## config.mk

```make
export PLATFORM = sky130hd
export DESIGN_NAME = opcode_decode_and_address_incrementer
export DESIGN_NICKNAME = d
export VERILOG_FILES = /design/src/opcode_decode_and_address_incrementer.v
export VERILOG_INCLUDE_DIRS = /design/src
export SDC_FILE = /design/constraint.sdc
export NUM_CORES = 1
export LEC_CHECK = 0
export BUFFER_PORTS_ARGS = -buffer_cell sky130_fd_sc_hd__buf_2
export CAP_MARGIN = 40
export CELL_PAD_IN_SITES_DETAIL_PLACEMENT = 1
export CELL_PAD_IN_SITES_GLOBAL_PLACEMENT = 1
export CORE_MARGIN = 4
export CORE_UTILIZATION = 40
export CTS_CLUSTER_DIAMETER = 100
export DETAILED_ROUTE_END_ITERATION = 8
export PLACE_DENSITY = 0.9
export SYNTH_ARGS = -nofsm -noshare
export SYNTH_HDL_FRONTEND = slang
export SYNTH_SLANG_ARGS = --single-unit
```

## constraint.sdc

```tcl
create_clock -name mclk -period 2.4 [get_ports mclk]
set_input_delay 0.36 -clock mclk [delete_from_list [all_inputs] [get_ports mclk]]
set_output_delay 0.36 -clock mclk [all_outputs]
set_load 0.01 [all_outputs]
```

## src/opdec_consts.vh

```
// constants for the opcode decode and address incrementer block
`ifndef OPDEC_CONSTS_VH
`define OPDEC_CONSTS_VH
`define OFS_INSTR 8'h00
`define OFS_CTRL 8'h04
`define OFS_INDEX 8'h08
`define OFS_MEMBUF 8'h0C
`define OFS_ADDR 8'h10
`define OFS_ARG 8'h14
`define OFS_NEXT 8'h18
`define OFS_DECODE 8'h1C
`define OFS_STATUS 8'h20
`define CTRL_FETCH 0
`define CTRL_START 1
`define CTRL_LDIDX 2
`define CTRL_ADD2NEXT 3
`define CTRL_ADD2ARG 4
`define CTRL_ADD2BUF 5
`define CTRL_OP2ARG 6
`define CTRL_IDXINC 7
`define CTRL_SHIFT 8
`define CTRL_NEXT2ADDR 9
`define CODE_06 4'h6
`define CODE_10 4'h8
`define CODE_11 4'h9
`define CODE_13 4'hB
`define CODE_17 4'hF
`define CODE_LAST_LOW 4'h5
`define VAR_3 2'h3
`define RST_INCR 1'b0
`endif

```

## src/opcode_decode_and_address_incrementer.v

```verilog
// instruction decoder and nine-bit plus-zero/plus-one address adder behind an AHB-Lite slave
`timescale 1ns/1ns
`include "opdec_consts.vh"
module opcode_decode_and_address_incrementer (
  input wire mclk,
  input wire sys_rst,
  input wire hsel,
  input wire [31:0] haddr,
  input wire [1:0] htrans,
  input wire hwrite,
  input wire [2:0] hsize,
  input wire [31:0] hwdata,
  input wire hready,
  output reg hreadyout,
  output reg hresp,
  output reg [31:0] hrdata,
  output reg [3:0] rangeHit,
  output reg [3:0] digitHit,
  output reg [3:0] variantHit,
  output reg [15:0] codeHit,
  output reg shared1317,
  output reg xferEnable,
  output reg operandMode,
  output reg indexFlag,
  output reg incrSelect,
  output reg shiftDone
);

  localparam SH_IDLE = 3'b001;
  localparam SH_LOAD = 3'b010;
  localparam SH_STORE = 3'b100;

  function [3:0] dec2;
    input [1:0] v;
    begin
      dec2 = 4'h1 << v;
    end
  endfunction

  function wrHit;
    input pend;
    input [7:0] ofs;
    input [7:0] target;
    begin
      wrHit = pend && ofs == target;
    end
  endfunction

  reg [5:0] opcodeHold_q;
  reg [8:0] operandField_q;
  reg [8:0] indexWord_q;
  reg [14:0] memBuf_q;
  reg [8:0] addrLatch_q;
  reg [8:0] argLatch_q;
  reg [8:0] nextInstr_q;
  reg fetchStep_q;
  reg [2:0] shState_q;
  reg wrPend_q;
  reg rdPend_q;
  reg [7:0] phAddr_q;

  reg [5:0] opcodeHold_d;
  reg [8:0] operandField_d;
  reg [8:0] indexWord_d;
  reg [14:0] memBuf_d;
  reg [8:0] addrLatch_d;
  reg [8:0] argLatch_d;
  reg [8:0] nextInstr_d;
  reg fetchStep_d;
  reg incrSelect_d;
  reg [2:0] shState_d;

  wire [3:0] opCode = opcodeHold_q[5:2];
  wire [1:0] variant = opcodeHold_q[1:0];
  wire kBit = opcodeHold_q[1];
  wire bBit = opcodeHold_q[0];
  wire lowCodes = opCode <= `CODE_LAST_LOW;
  wire [8:0] adderSum = addrLatch_q + {8'h00, incrSelect};
  wire countZero = memBuf_q[8:0] == 9'h000;
  wire isShift = opCode == `CODE_10 || opCode == `CODE_11;

  reg [3:0] rangeD;
  reg [3:0] digitD;
  reg [3:0] variantD;
  reg [15:0] codeD;
  integer i;

  always @*
  begin
    rangeD = dec2(opcodeHold_q[5:4]);
    digitD = dec2(opcodeHold_q[3:2]);
    variantD = dec2(opcodeHold_q[1:0]);
    for (i = 0; i < 16; i = i + 1)
      codeD[i] = rangeD[i / 4] & digitD[i % 4];
  end

  wire sharedD = codeD[`CODE_13] | codeD[`CODE_17];
  wire xferD = sharedD | (codeD[`CODE_06] & ~bBit);
  wire clrIncr = lowCodes & ~kBit & ~fetchStep_q;

  wire accept = hsel & htrans[1] & hready;
  wire wrCtrl = wrHit(wrPend_q, phAddr_q, `OFS_CTRL);
  wire wrInstr = wrHit(wrPend_q, phAddr_q, `OFS_INSTR);
  wire wrIndex = wrHit(wrPend_q, phAddr_q, `OFS_INDEX);
  wire wrMemBuf = wrHit(wrPend_q, phAddr_q, `OFS_MEMBUF);
  wire wrAddr = wrHit(wrPend_q, phAddr_q, `OFS_ADDR);
  wire wrNext = wrHit(wrPend_q, phAddr_q, `OFS_NEXT);
  wire startCmd = wrCtrl & hwdata[`CTRL_START];
  wire ldIdxCmd = wrCtrl & hwdata[`CTRL_LDIDX];
  wire add2NextCmd = wrCtrl & hwdata[`CTRL_ADD2NEXT];
  wire add2ArgCmd = wrCtrl & hwdata[`CTRL_ADD2ARG];
  wire add2BufCmd = wrCtrl & hwdata[`CTRL_ADD2BUF];
  wire op2ArgCmd = wrCtrl & hwdata[`CTRL_OP2ARG];
  wire idxIncCmd = wrCtrl & hwdata[`CTRL_IDXINC];
  wire shiftCmd = wrCtrl & hwdata[`CTRL_SHIFT];
  wire next2AddrCmd = wrCtrl & hwdata[`CTRL_NEXT2ADDR];

  // bus phase tracking; reads wait one cycle so read data comes from a flop
  always @(posedge mclk)
  begin
    if (sys_rst)
    begin
      wrPend_q <= 1'b0;
      rdPend_q <= 1'b0;
      phAddr_q <= 8'h00;
      hreadyout <= 1'b1;
      hresp <= 1'b0;
      hrdata <= 32'h00000000;
    end
    else
    begin
      hresp <= 1'b0;
      wrPend_q <= accept & hwrite;
      if (rdPend_q)
      begin
        rdPend_q <= 1'b0;
        hreadyout <= 1'b1;
        case (phAddr_q)
          `OFS_INSTR: hrdata <= {17'h0, opcodeHold_q, operandField_q};
          `OFS_CTRL: hrdata <= {31'h0, fetchStep_q};
          `OFS_INDEX: hrdata <= {23'h0, indexWord_q};
          `OFS_MEMBUF: hrdata <= {17'h0, memBuf_q};
          `OFS_ADDR: hrdata <= {23'h0, addrLatch_q};
          `OFS_ARG: hrdata <= {23'h0, argLatch_q};
          `OFS_NEXT: hrdata <= {23'h0, nextInstr_q};
          `OFS_DECODE: hrdata <= {4'h0, codeD, variantD, digitD, rangeD};
          `OFS_STATUS: hrdata <= {26'h0, shState_q == SH_IDLE, countZero,
                                  xferD, sharedD, fetchStep_q, incrSelect};
          default: hrdata <= 32'h00000000;
        endcase
      end
      else if (accept & ~hwrite)
      begin
        rdPend_q <= 1'b1;
        hreadyout <= 1'b0;
      end
      if (accept)
        phAddr_q <= haddr[7:0];
    end
  end

  // next values; a bus write wins over an internal load
  always @*
  begin
    opcodeHold_d = opcodeHold_q;
    operandField_d = operandField_q;
    if (wrInstr)
    begin
      opcodeHold_d = hwdata[14:9];
      operandField_d = hwdata[8:0];
    end
    fetchStep_d = fetchStep_q;
    if (wrCtrl)
    begin
      fetchStep_d = hwdata[`CTRL_FETCH];
    end
    incrSelect_d = incrSelect;
    if (startCmd)
    begin
      incrSelect_d = 1'b1;
    end
    else if (clrIncr)
    begin
      incrSelect_d = 1'b0;
    end
    indexWord_d = indexWord_q;
    if (wrIndex)
    begin
      indexWord_d = hwdata[8:0];
    end
    else if (idxIncCmd && opCode == `CODE_06 && variant == `VAR_3)
    begin
      indexWord_d = adderSum;
    end
    nextInstr_d = nextInstr_q;
    if (wrNext)
    begin
      nextInstr_d = hwdata[8:0];
    end
    else if (add2NextCmd)
    begin
      nextInstr_d = adderSum;
    end
    argLatch_d = argLatch_q;
    if (add2ArgCmd)
    begin
      argLatch_d = adderSum;
    end
    else if (op2ArgCmd & xferD)
    begin
      argLatch_d = operandField_q;
    end
    shState_d = shState_q;
    case (shState_q)
      SH_IDLE:
      begin
        if (shiftCmd & isShift & ~countZero)
        begin
          shState_d = SH_LOAD;
        end
      end
      SH_LOAD:
      begin
        shState_d = SH_STORE;
      end
      SH_STORE:
      begin
        shState_d = SH_IDLE;
      end
      default:
      begin
        shState_d = SH_IDLE;
      end
    endcase
    memBuf_d = memBuf_q;
    if (wrMemBuf)
    begin
      memBuf_d = hwdata[14:0];
    end
    else if (shState_q == SH_STORE || add2BufCmd)
    begin
      memBuf_d[8:0] = ~adderSum;
    end
    addrLatch_d = addrLatch_q;
    if (wrAddr)
    begin
      addrLatch_d = hwdata[8:0];
    end
    else if (shState_q == SH_LOAD)
    begin
      addrLatch_d = ~memBuf_q[8:0];
    end
    else if (ldIdxCmd && bBit && (lowCodes || opCode == `CODE_17))
    begin
      addrLatch_d = indexWord_q + operandField_q;
    end
    else if (ldIdxCmd)
    begin
      addrLatch_d = operandField_q;
    end
    else if (next2AddrCmd)
    begin
      addrLatch_d = nextInstr_q;
    end
  end

  // register loads and datapath transfers
  always @(posedge mclk)
  begin
    if (sys_rst)
    begin
      opcodeHold_q <= 6'h00;
      operandField_q <= 9'h000;
      indexWord_q <= 9'h000;
      memBuf_q <= 15'h0000;
      addrLatch_q <= 9'h000;
      argLatch_q <= 9'h000;
      nextInstr_q <= 9'h000;
      fetchStep_q <= 1'b0;
      incrSelect <= `RST_INCR;
      shState_q <= SH_IDLE;
    end
    else
    begin
      opcodeHold_q <= opcodeHold_d;
      operandField_q <= operandField_d;
      indexWord_q <= indexWord_d;
      memBuf_q <= memBuf_d;
      addrLatch_q <= addrLatch_d;
      argLatch_q <= argLatch_d;
      nextInstr_q <= nextInstr_d;
      fetchStep_q <= fetchStep_d;
      incrSelect <= incrSelect_d;
      shState_q <= shState_d;
    end
  end

  // decode outputs, held in flops and refreshed every cycle
  always @(posedge mclk)
  begin
    if (sys_rst)
    begin
      rangeHit <= 4'h0;
      digitHit <= 4'h0;
      variantHit <= 4'h0;
      codeHit <= 16'h0000;
      shared1317 <= 1'b0;
      xferEnable <= 1'b0;
      operandMode <= 1'b0;
      indexFlag <= 1'b0;
      shiftDone <= 1'b0;
    end
    else
    begin
      rangeHit <= rangeD;
      digitHit <= digitD;
      variantHit <= variantD;
      codeHit <= codeD;
      shared1317 <= sharedD;
      xferEnable <= xferD;
      operandMode <= kBit;
      indexFlag <= bBit;
      shiftDone <= isShift & countZero;
    end
  end

endmodule

```

==> summary.txt, run 1 <==
Result of the run -> finished clean
Top-level I/O count -> 142
First-pass GRT wire length -> 42,180 um
Dpl cell area -> 0.007689 mm^2
Data required time at the worst endpoint -> 2.73 ns
Static leakage -> 3.246 nW
Iteration-0 DRC Markers -> 770
Multi-input logic area -> 0.003674 mm^2
Final Max Tran Viols -> 0
Class of the tightest hold or removal check -> in -> reg
Vias per Instance -> 6.146
Most common cell after layout, fill and taps aside -> sky130_fd_sc_hd__dfxtp_1
Global-route usage over all layers -> 0.2740
Number of buffers created by CTS -> 17
Crit share post-route -> 0.9678
Number of clock sinks -> 143
Most used cells in the layout excluding fill and tap cells -> sky130_fd_sc_hd__dfxtp_1 (142), sky130_fd_sc_hd__nand2_1 (138), sky130_fd_sc_hd__a21oi_1 (91), sky130_fd_sc_hd__buf_2 (90), sky130_fd_sc_hd__nor2_1 (82)
Commonest register cell after synthesis -> sky130_fd_sc_hd__dfxtp_1
Final count of hold timing violations -> 0
Die Outline Area -> 0.01930 mm^2
Post-synthesis average cell area -> 8.122 um^2
Total global routing overflow -> 0
Final non-filler cell area -> 0.008315 mm^2
Post-route insts no fill -> 1,185
Worst slew pin tran -> 0.7662 ns
Fraction of final layout cells with drive strength greater than 1 -> 0.2155
Number of library cell types mapped by synthesis -> 75
Hold_buf cts -> 0
Crit path kind -> reg -> reg
FF+latch area -> 0.002864 mm^2
Largest net degree at the start of global routing -> 65
Horizontal extent of the die -> 138.9 um
Worst path bufs/invs -> 2
Reg clk slew, reported paths -> 0.06 ns
Worst path top cell family by delay -> simple AND/OR/NAND/NOR gates
Clock Tree Root -> sky130_fd_sc_hd__clkbuf_16
Number of nets at the end of the flow -> 1,037
Number of buffers between clock root and the deepest sink -> 2
Post-synth EDFFs -> 0
Area of the core region -> 0.01670 mm^2
Sum Neg Setup Slack -> 0 ns
Total power consumption of the routed design -> 5.408 mW
Detailed Route WL -> 27,090 um
Layout Skew -> 0.01191 ns
Max incr delay on CP -> 0.47 ns
Post-detail-place hpwl -> 19,170 um
Layout Area Growth over Synthesis -> 21.30%
Total vias in the final route -> 7,283
Most used cell, CP -> sky130_fd_sc_hd__buf_4
Setup repair after global routing missed its margin -> no
Clock tree from TritonCTS -> yes
Antenna violations before repair -> 0
Cell Pwr Density -> 650.4 mW/mm^2
Number of filler cells placed in the layout -> 2,018
Number of remaining DRC errors -> 0
Critical path, cell by cell -> nor2_1 > buf_4 > nand3_1 > nor2b_1 > buf_4 > nand2_1 > o31a_1 > a311oi_1
F_max -> 430.6 MHz
H-tree level count -> 4
Average detailed-routed wire length per instance -> 22.86 um
Ys Warns -> 0
Antenna diodes -> 0
Starting Density -> 0.4105
Top fanout value on the critical path -> 11
Gate Count Post-Synth -> 844
# port buffers -> 91
Worst hold slack -> 0.1529 ns
Insertion delay of the later-clocked pin in the worst-skew pair -> 0.44 ns
Die Y-Extent -> 138.9 um
Final setup viols -> 0
Critical path launch point type -> register
Data arrival time of the worst path -> 2.65 ns
Global placement routability congestion -> 1.001
Slew Limit Headroom -> 0.4892
Count of nets left with antenna violations after detail routing -> 0
Placed cell count -> 1,152
IR drop worst, VDD -> 0.4676 mV
Cell Area, Synth -> 0.006855 mm^2
Endpoint class of the critical path -> register
Synthesis-stage register bit count -> 143
Async SR Flop Fraction -> 0
Number of core rows -> 47
Min Tclk post-route -> 2.323 ns
First drt pass iteration count -> 6
Reported max-cap violation count -> 0
Vias in the first global route -> 7,527
Critical Path Slowest Stage Cell -> sky130_fd_sc_hd__nor2_1
Sequential share of the synthesized area -> 0.4176
report_power, final:
| part | total, mW | leakage, nW | switching (mW) | internal, mW |
|---|---|---|---|---|
| Combinational | 0.311 | 1.81 | 0.220 | 0.0907 |
| Sequential | 2.40 | 1.15 | 0.0159 | 2.39 |
| Clock | 2.69 | 0.285 | 1.21 | 1.48 |
worst reg2reg max path, delay by kind of cell, from the launching register on:
family / cells / cell delay, ns
buf+inv: 2 / 0.49
compound gates: 2 / 0.40
simple gates: 4 / 1.00
flops: 1 / 0.34
registers in the layout (all words and copies together) (netlist names), 3 cells and up:
register,count
hrdata,28
codeHit,16
memBuf_q,15
addrLatch_q,9
argLatch_q,9
indexWord_q,9
nextInstr_q,9
operandField_q,9
phAddr_q,8
opcodeHold_q,6
digitHit,4
rangeHit,4
variantHit,4
shState_q,3
synth_stat cells (all sizes together) (7+ instances only):
| cell | number | area [um^2] |
|---|---|---|
| clkbuf | 29 | 110.1 |
| nand2 | 138 | 518.0 |
| a211oi | 10 | 80.07 |
| nor3 | 19 | 132.6 |
| ha | 10 | 125.1 |
| buf | 30 | 195.2 |
| o211ai | 8 | 65.06 |
| nand3 | 32 | 160.2 |
| nor2b | 14 | 87.58 |
| a32oi | 7 | 61.31 |
| a221oi | 7 | 61.31 |
| a21oi | 91 | 455.4 |
| a22oi | 20 | 150.1 |
| mux2i | 12 | 120.1 |
| inv | 15 | 56.30 |
| nor4 | 11 | 83.83 |
| o22ai | 12 | 75.07 |
| xnor2 | 11 | 96.34 |
| nand4 | 7 | 65.06 |
| and2 | 7 | 43.79 |
| nor3b | 7 | 52.55 |
| o21ai | 44 | 220.2 |
| dfxtp | 143 | 2863 |
| nor2 | 84 | 334.1 |
stage by stage:
step,utilization,setup WS (ns)
floorplan,-,0.1995
global placement,0.4604,0.1094
detailed placement,0.4604,0.05691
CTS,0.4963,0.005069
global route,0.4979,0.02183
finish,0.4979,0.07739
area by class of cell:
type / count / area share
Clock inverter: 15 / 0.01986
Multi-Input combinational cell: 631 / 0.4418
Sequential cell: 143 / 0.3444
Timing Repair Buffer: 144 / 0.1029
Tap cell: 220 / 0.03310
Inverter: 15 / 0.006771
Clock buffer: 17 / 0.05116
cells by family (layout without fill, tap and decap cells):
family | Yosys count | after routing | share of synthesized area
AND/OR/NAND/NOR | 351 | 351 | 0.2511
AO/OA/AOI/OAI | 234 | 234 | 0.2148
flip-flops | 143 | 143 | 0.4176
buffers and inverters | 74 | 191 | 0.05274
multiplexers | 16 | 16 | 0.02409
XOR/XNOR | 14 | 14 | 0.01789
adder cells (fa/ha/maj) | 11 | 11 | 0.02117
other | 1 | 5 | 0.0005470
routing by layer:
layer | wire length [um] | GRT usage | vias to the layer above
met2 | 13070 | 0.4666 | 406
met5 | 0 | 0 | -
met1 | 10480 | 0.3293 | 3517
li1 | - | - | 3230
met4 | 1277 | 0.1262 | 0
met3 | 2254 | 0.06172 | 130
worst paths after layout:
path,slack (ns),depth (start not counted),to,start
worst min-delay path,0.15,2,rdPend_q,hwrite
worst max register to register,0.08,8,addrLatch_q[5],phAddr_q[0]
worst max-delay path,0.08,8,addrLatch_q[5],phAddr_q[0]
worst min register to register,0.45,2,hrdata[4],hrdata[4]
repair_timing:
| action | CTS | global route |
|---|---|---|
| endpoints found under the setup margin | 1 | 16 |
| gates resized for setup | 2 | 5 |
| setup buffers | 0 | 1 |
| pin swaps | 0 | 2 |
No activity file was read; power rests on OpenSTA's default activity.
==> run 2, diff against run 1 <==
ABC_AREA = 1   (was unset)
CORE_UTILIZATION = 39   (was 40)
CTS_CLUSTER_SIZE = 30   (was unset)
PLACE_DENSITY = 0.91   (was 0.9)
==> summary.txt, run 2 <==
Antenna violations before repair -> 0
Gate Count Post-Synth -> 994
IR drop worst, VDD -> 0.5005 mV
Critical path launch point type -> register
Post-detail-place hpwl -> 20,580 um
Global-route usage over all layers -> 0.2919
Basic-gate share of the synthesized area counting and, or, nand and nor cells -> 0.3023
Largest net degree at the start of global routing -> 35
Post-cts sizing count -> 0
Die Outline Area -> 0.01986 mm^2
Data arrival time of the worst path -> 2.51 ns
Sequential power share -> 0.425
Clock tree from TritonCTS -> yes
Crit share post-route -> 0.9153
Leading registers by flop count -> hrdata (28), codeHit (16), memBuf_q (15)
Adder and majority gate portion of the synthesized area -> 0.02106
Total power consumption of the routed design -> 5.674 mW
Slew Limit Headroom -> 0.5761
Cell types with the largest area share after synthesis -> sky130_fd_sc_hd__dfxtp_1 (42%), sky130_fd_sc_hd__nand2_1 (13%), sky130_fd_sc_hd__a21oi_1 (6.5%), sky130_fd_sc_hd__nor2_1 (5.9%), sky130_fd_sc_hd__o21ai_0 (4.9%)
Post-synthesis average cell area -> 6.932 um^2
Synthesis-stage register bit count -> 143
F_max -> 455.2 MHz
Net switching power of the design -> 1.510 mW
Number of library cell types mapped by synthesis -> 40
Crit path kind -> reg -> reg
Cell-internal power -> 4.164 mW
Cell Area, Synth -> 0.006890 mm^2
Sequential share of the synthesized area -> 0.4155
Setup Fix Bufs, Post-CTS -> 0
First-pass GRT wire length -> 44,550 um
Complex-gate fraction of the synthesized area -> 0.1642
Final Max Tran Viols -> 0
Most common cell after layout, fill and taps aside -> sky130_fd_sc_hd__nand2_1
Comb pwr share -> 0.054
Flop2flop setup slack -> 0.20 ns
XOR/XNOR share of the synthesized area -> 0.01144
Worst flop-to-flop path endpoint -> argLatch_q[5]
Share of cell area taken by muxes after synthesis -> 0
Count of nets left with antenna violations after detail routing -> 0
Total global routing overflow -> 0
Data required time at the worst endpoint -> 2.71 ns
Insertion delay of the later-clocked pin in the worst-skew pair -> 0.45 ns
Reg clk slew, reported paths -> 0.07 ns
Layout Area Growth over Synthesis -> 20.28%
Startpoint of the most critical register-to-register path -> incrSelect
Clock Tree Root -> sky130_fd_sc_hd__clkbuf_16
Worst slew pin tran -> 0.6293 ns
First drt pass iteration count -> 5
Worst Reg2Reg Path Length in Cells -> 9
Number of clock sinks -> 143
Top fanout value on the critical path -> 4
Final count of hold timing violations -> 0
Number of flip-flops under the largest register name -> 28
Result of the run -> finished clean
Combinational family with the most area after synthesis -> simple AND/OR/NAND/NOR gates
Vias per Instance -> 5.690
Horizontal extent of the die -> 140.9 um
Min Tclk post-route -> 2.197 ns
Most common cell in the synthesized netlist -> sky130_fd_sc_hd__nand2_1
Antenna diodes -> 0
Cell Pwr Density -> 684.6 mW/mm^2
Area share of the leading cell type in the synthesized netlist -> 0.4155
H-tree level count -> 4
Hold_buf cts -> 0
Total vias in the final route -> 7,590
Layout Skew -> 0.01174 ns
Average detailed-routed wire length per instance -> 21.99 um
Clock network fraction of total power -> 0.521
Most used cells in the layout excluding fill and tap cells -> sky130_fd_sc_hd__nand2_1 (245), sky130_fd_sc_hd__dfxtp_1 (143), sky130_fd_sc_hd__nor2_1 (108), sky130_fd_sc_hd__buf_2 (91), sky130_fd_sc_hd__a21oi_1 (89)
Commonest register cell after synthesis -> sky130_fd_sc_hd__dfxtp_1
Top cell types by occurrence after synthesis -> sky130_fd_sc_hd__nand2_1 (245), sky130_fd_sc_hd__dfxtp_1 (143), sky130_fd_sc_hd__nor2_1 (108)
Ys Warns -> 0
Top-level I/O count -> 142
Largest register by flop count -> hrdata
Class of the tightest hold or removal check -> in -> reg
# port buffers -> 91
Reported max-cap violation count -> 0
WHS Path Cells -> 2
Top cell type by total area after synthesis -> sky130_fd_sc_hd__dfxtp_1
Vias in the first global route -> 7,824
Area of the core region -> 0.01730 mm^2
Starting Density -> 0.3984
Endpoint class of the critical path -> register
Global placement routability congestion -> 1.012
Detailed Route WL -> 29,340 um
Number of nets at the end of the flow -> 1,181
Sum Neg Setup Slack -> 0 ns
Fraction of final layout cells with drive strength greater than 1 -> 0.1867
Switching Fraction -> 0.2661
Iteration-0 DRC Markers -> 783
Async SR Flop Fraction -> 0
Number of buffers created by CTS -> 17
WHS Endpoint -> rdPend_q
Hold Startpoint -> hwrite
Number of buffers between clock root and the deepest sink -> 2
Die Y-Extent -> 140.9 um
Setup repair after global routing missed its margin -> no
Post-synth EDFFs -> 0
Number of remaining DRC errors -> 0
Number of core rows -> 48
Static leakage -> 3.733 nW
Final setup viols -> 0
[run 2: changes by cell type after synthesis, sizes merged, moves of 9 or more]
cell    delta
clkbuf     -9
nor2      +44
a22oi     -17
nor2b     -14
o21ai     +45
nand3     +28
buf       -15
inv       +94
xnor2     -10
nor4       -9
nand2    +115
mux2i     -12
[run 2: cell families after synthesis]
| logic type | Yosys count |
|---|---|
| AND/OR/NAND/NOR | 473 |
| AO/OA/AOI/OAI | 212 |
| buffers and inverters | 145 |
| flip-flops | 143 |
| adder cells (fa/ha/maj) | 11 |
| XOR/XNOR | 9 |
| other | 1 |
[run 2: worst max-delay path by stage]
stage | from | endpoint | slack [ns] | depth (start not counted)
detailed placement | phAddr_q[7] | addrLatch_q[6] | 0.34 | 10
CTS | phAddr_q[2] | addrLatch_q[6] | 0.28 | 11
global placement | operandField_q[0] | addrLatch_q[8] | 0.38 | 11
global route | operandField_q[0] | addrLatch_q[6] | 0.10 | 11
floorplan | operandField_q[0] | addrLatch_q[6] | 0.67 | 12
finish | incrSelect | argLatch_q[5] | 0.20 | 9
[run 2: per-stage QoR]
| stage | cell area [um^2] | hold WS (ns) | setup WS, ns | utilization | instances |
|---|---|---|---|---|---|
| final | 8288 | 0.1375 | 0.2033 | 0.4792 | 1334 |
| after global placement | 7642 | 0.4370 | 0.3836 | 0.4418 | 1302 |
| after CTS | 8288 | 0.1279 | 0.2827 | 0.4792 | 1334 |
| after floorplan | 6905 | 0.4352 | 0.6676 | - | 998 |
| after detailed placement | 7642 | 0.4394 | 0.3432 | 0.4418 | 1302 |
| after global routing | 8288 | 0.1340 | 0.1027 | 0.4792 | 1334 |
[run 2: per-layer routing]
metal | track usage | share of wire | wire length [um]
met5 | 0 | 0 | 0
met4 | 0.1464 | 0.052 | 1538
met3 | 0.07022 | 0.082 | 2404
met2 | 0.4904 | 0.47 | 13930
met1 | 0.3484 | 0.39 | 11460
[run 2: critical path, cell delays in order, from the launching register on]
cell and delay, ns:
sky130_fd_sc_hd__dfxtp_1 0.42, sky130_fd_sc_hd__ha_1 0.22, sky130_fd_sc_hd__nand3_1 0.13, sky130_fd_sc_hd__nor2_1 0.23, sky130_fd_sc_hd__inv_1 0.09, sky130_fd_sc_hd__o21ai_0 0.53, sky130_fd_sc_hd__buf_4 0.22, sky130_fd_sc_hd__nor2_1 0.04
sky130_fd_sc_hd__a21oi_1 0.12, sky130_fd_sc_hd__a21oi_1 0.07
[run 2: cell type report]
class	count	area (um^2)
well taps	225	281.5
repair buffers	114	628.1
fillers	2247	9009
multi-input cells	710	3457
clock inverters	15	220.2
clock buffers	17	425.4
inverters	110	412.9
flip-flops and latches	143	2863
[run 2: power by group through the flow]
stage | clock network, mW | logic (mW) | registers [mW]
final | 2.96 | 0.306 | 2.41
after global routing | 3.07 | 0.324 | 2.41
after CTS | 2.97 | 0.298 | 2.41
after detailed placement | 0 | 0.287 | 2.46
after global placement | 0 | 0.279 | 2.46
after floorplan | 0 | 0.169 | 2.46
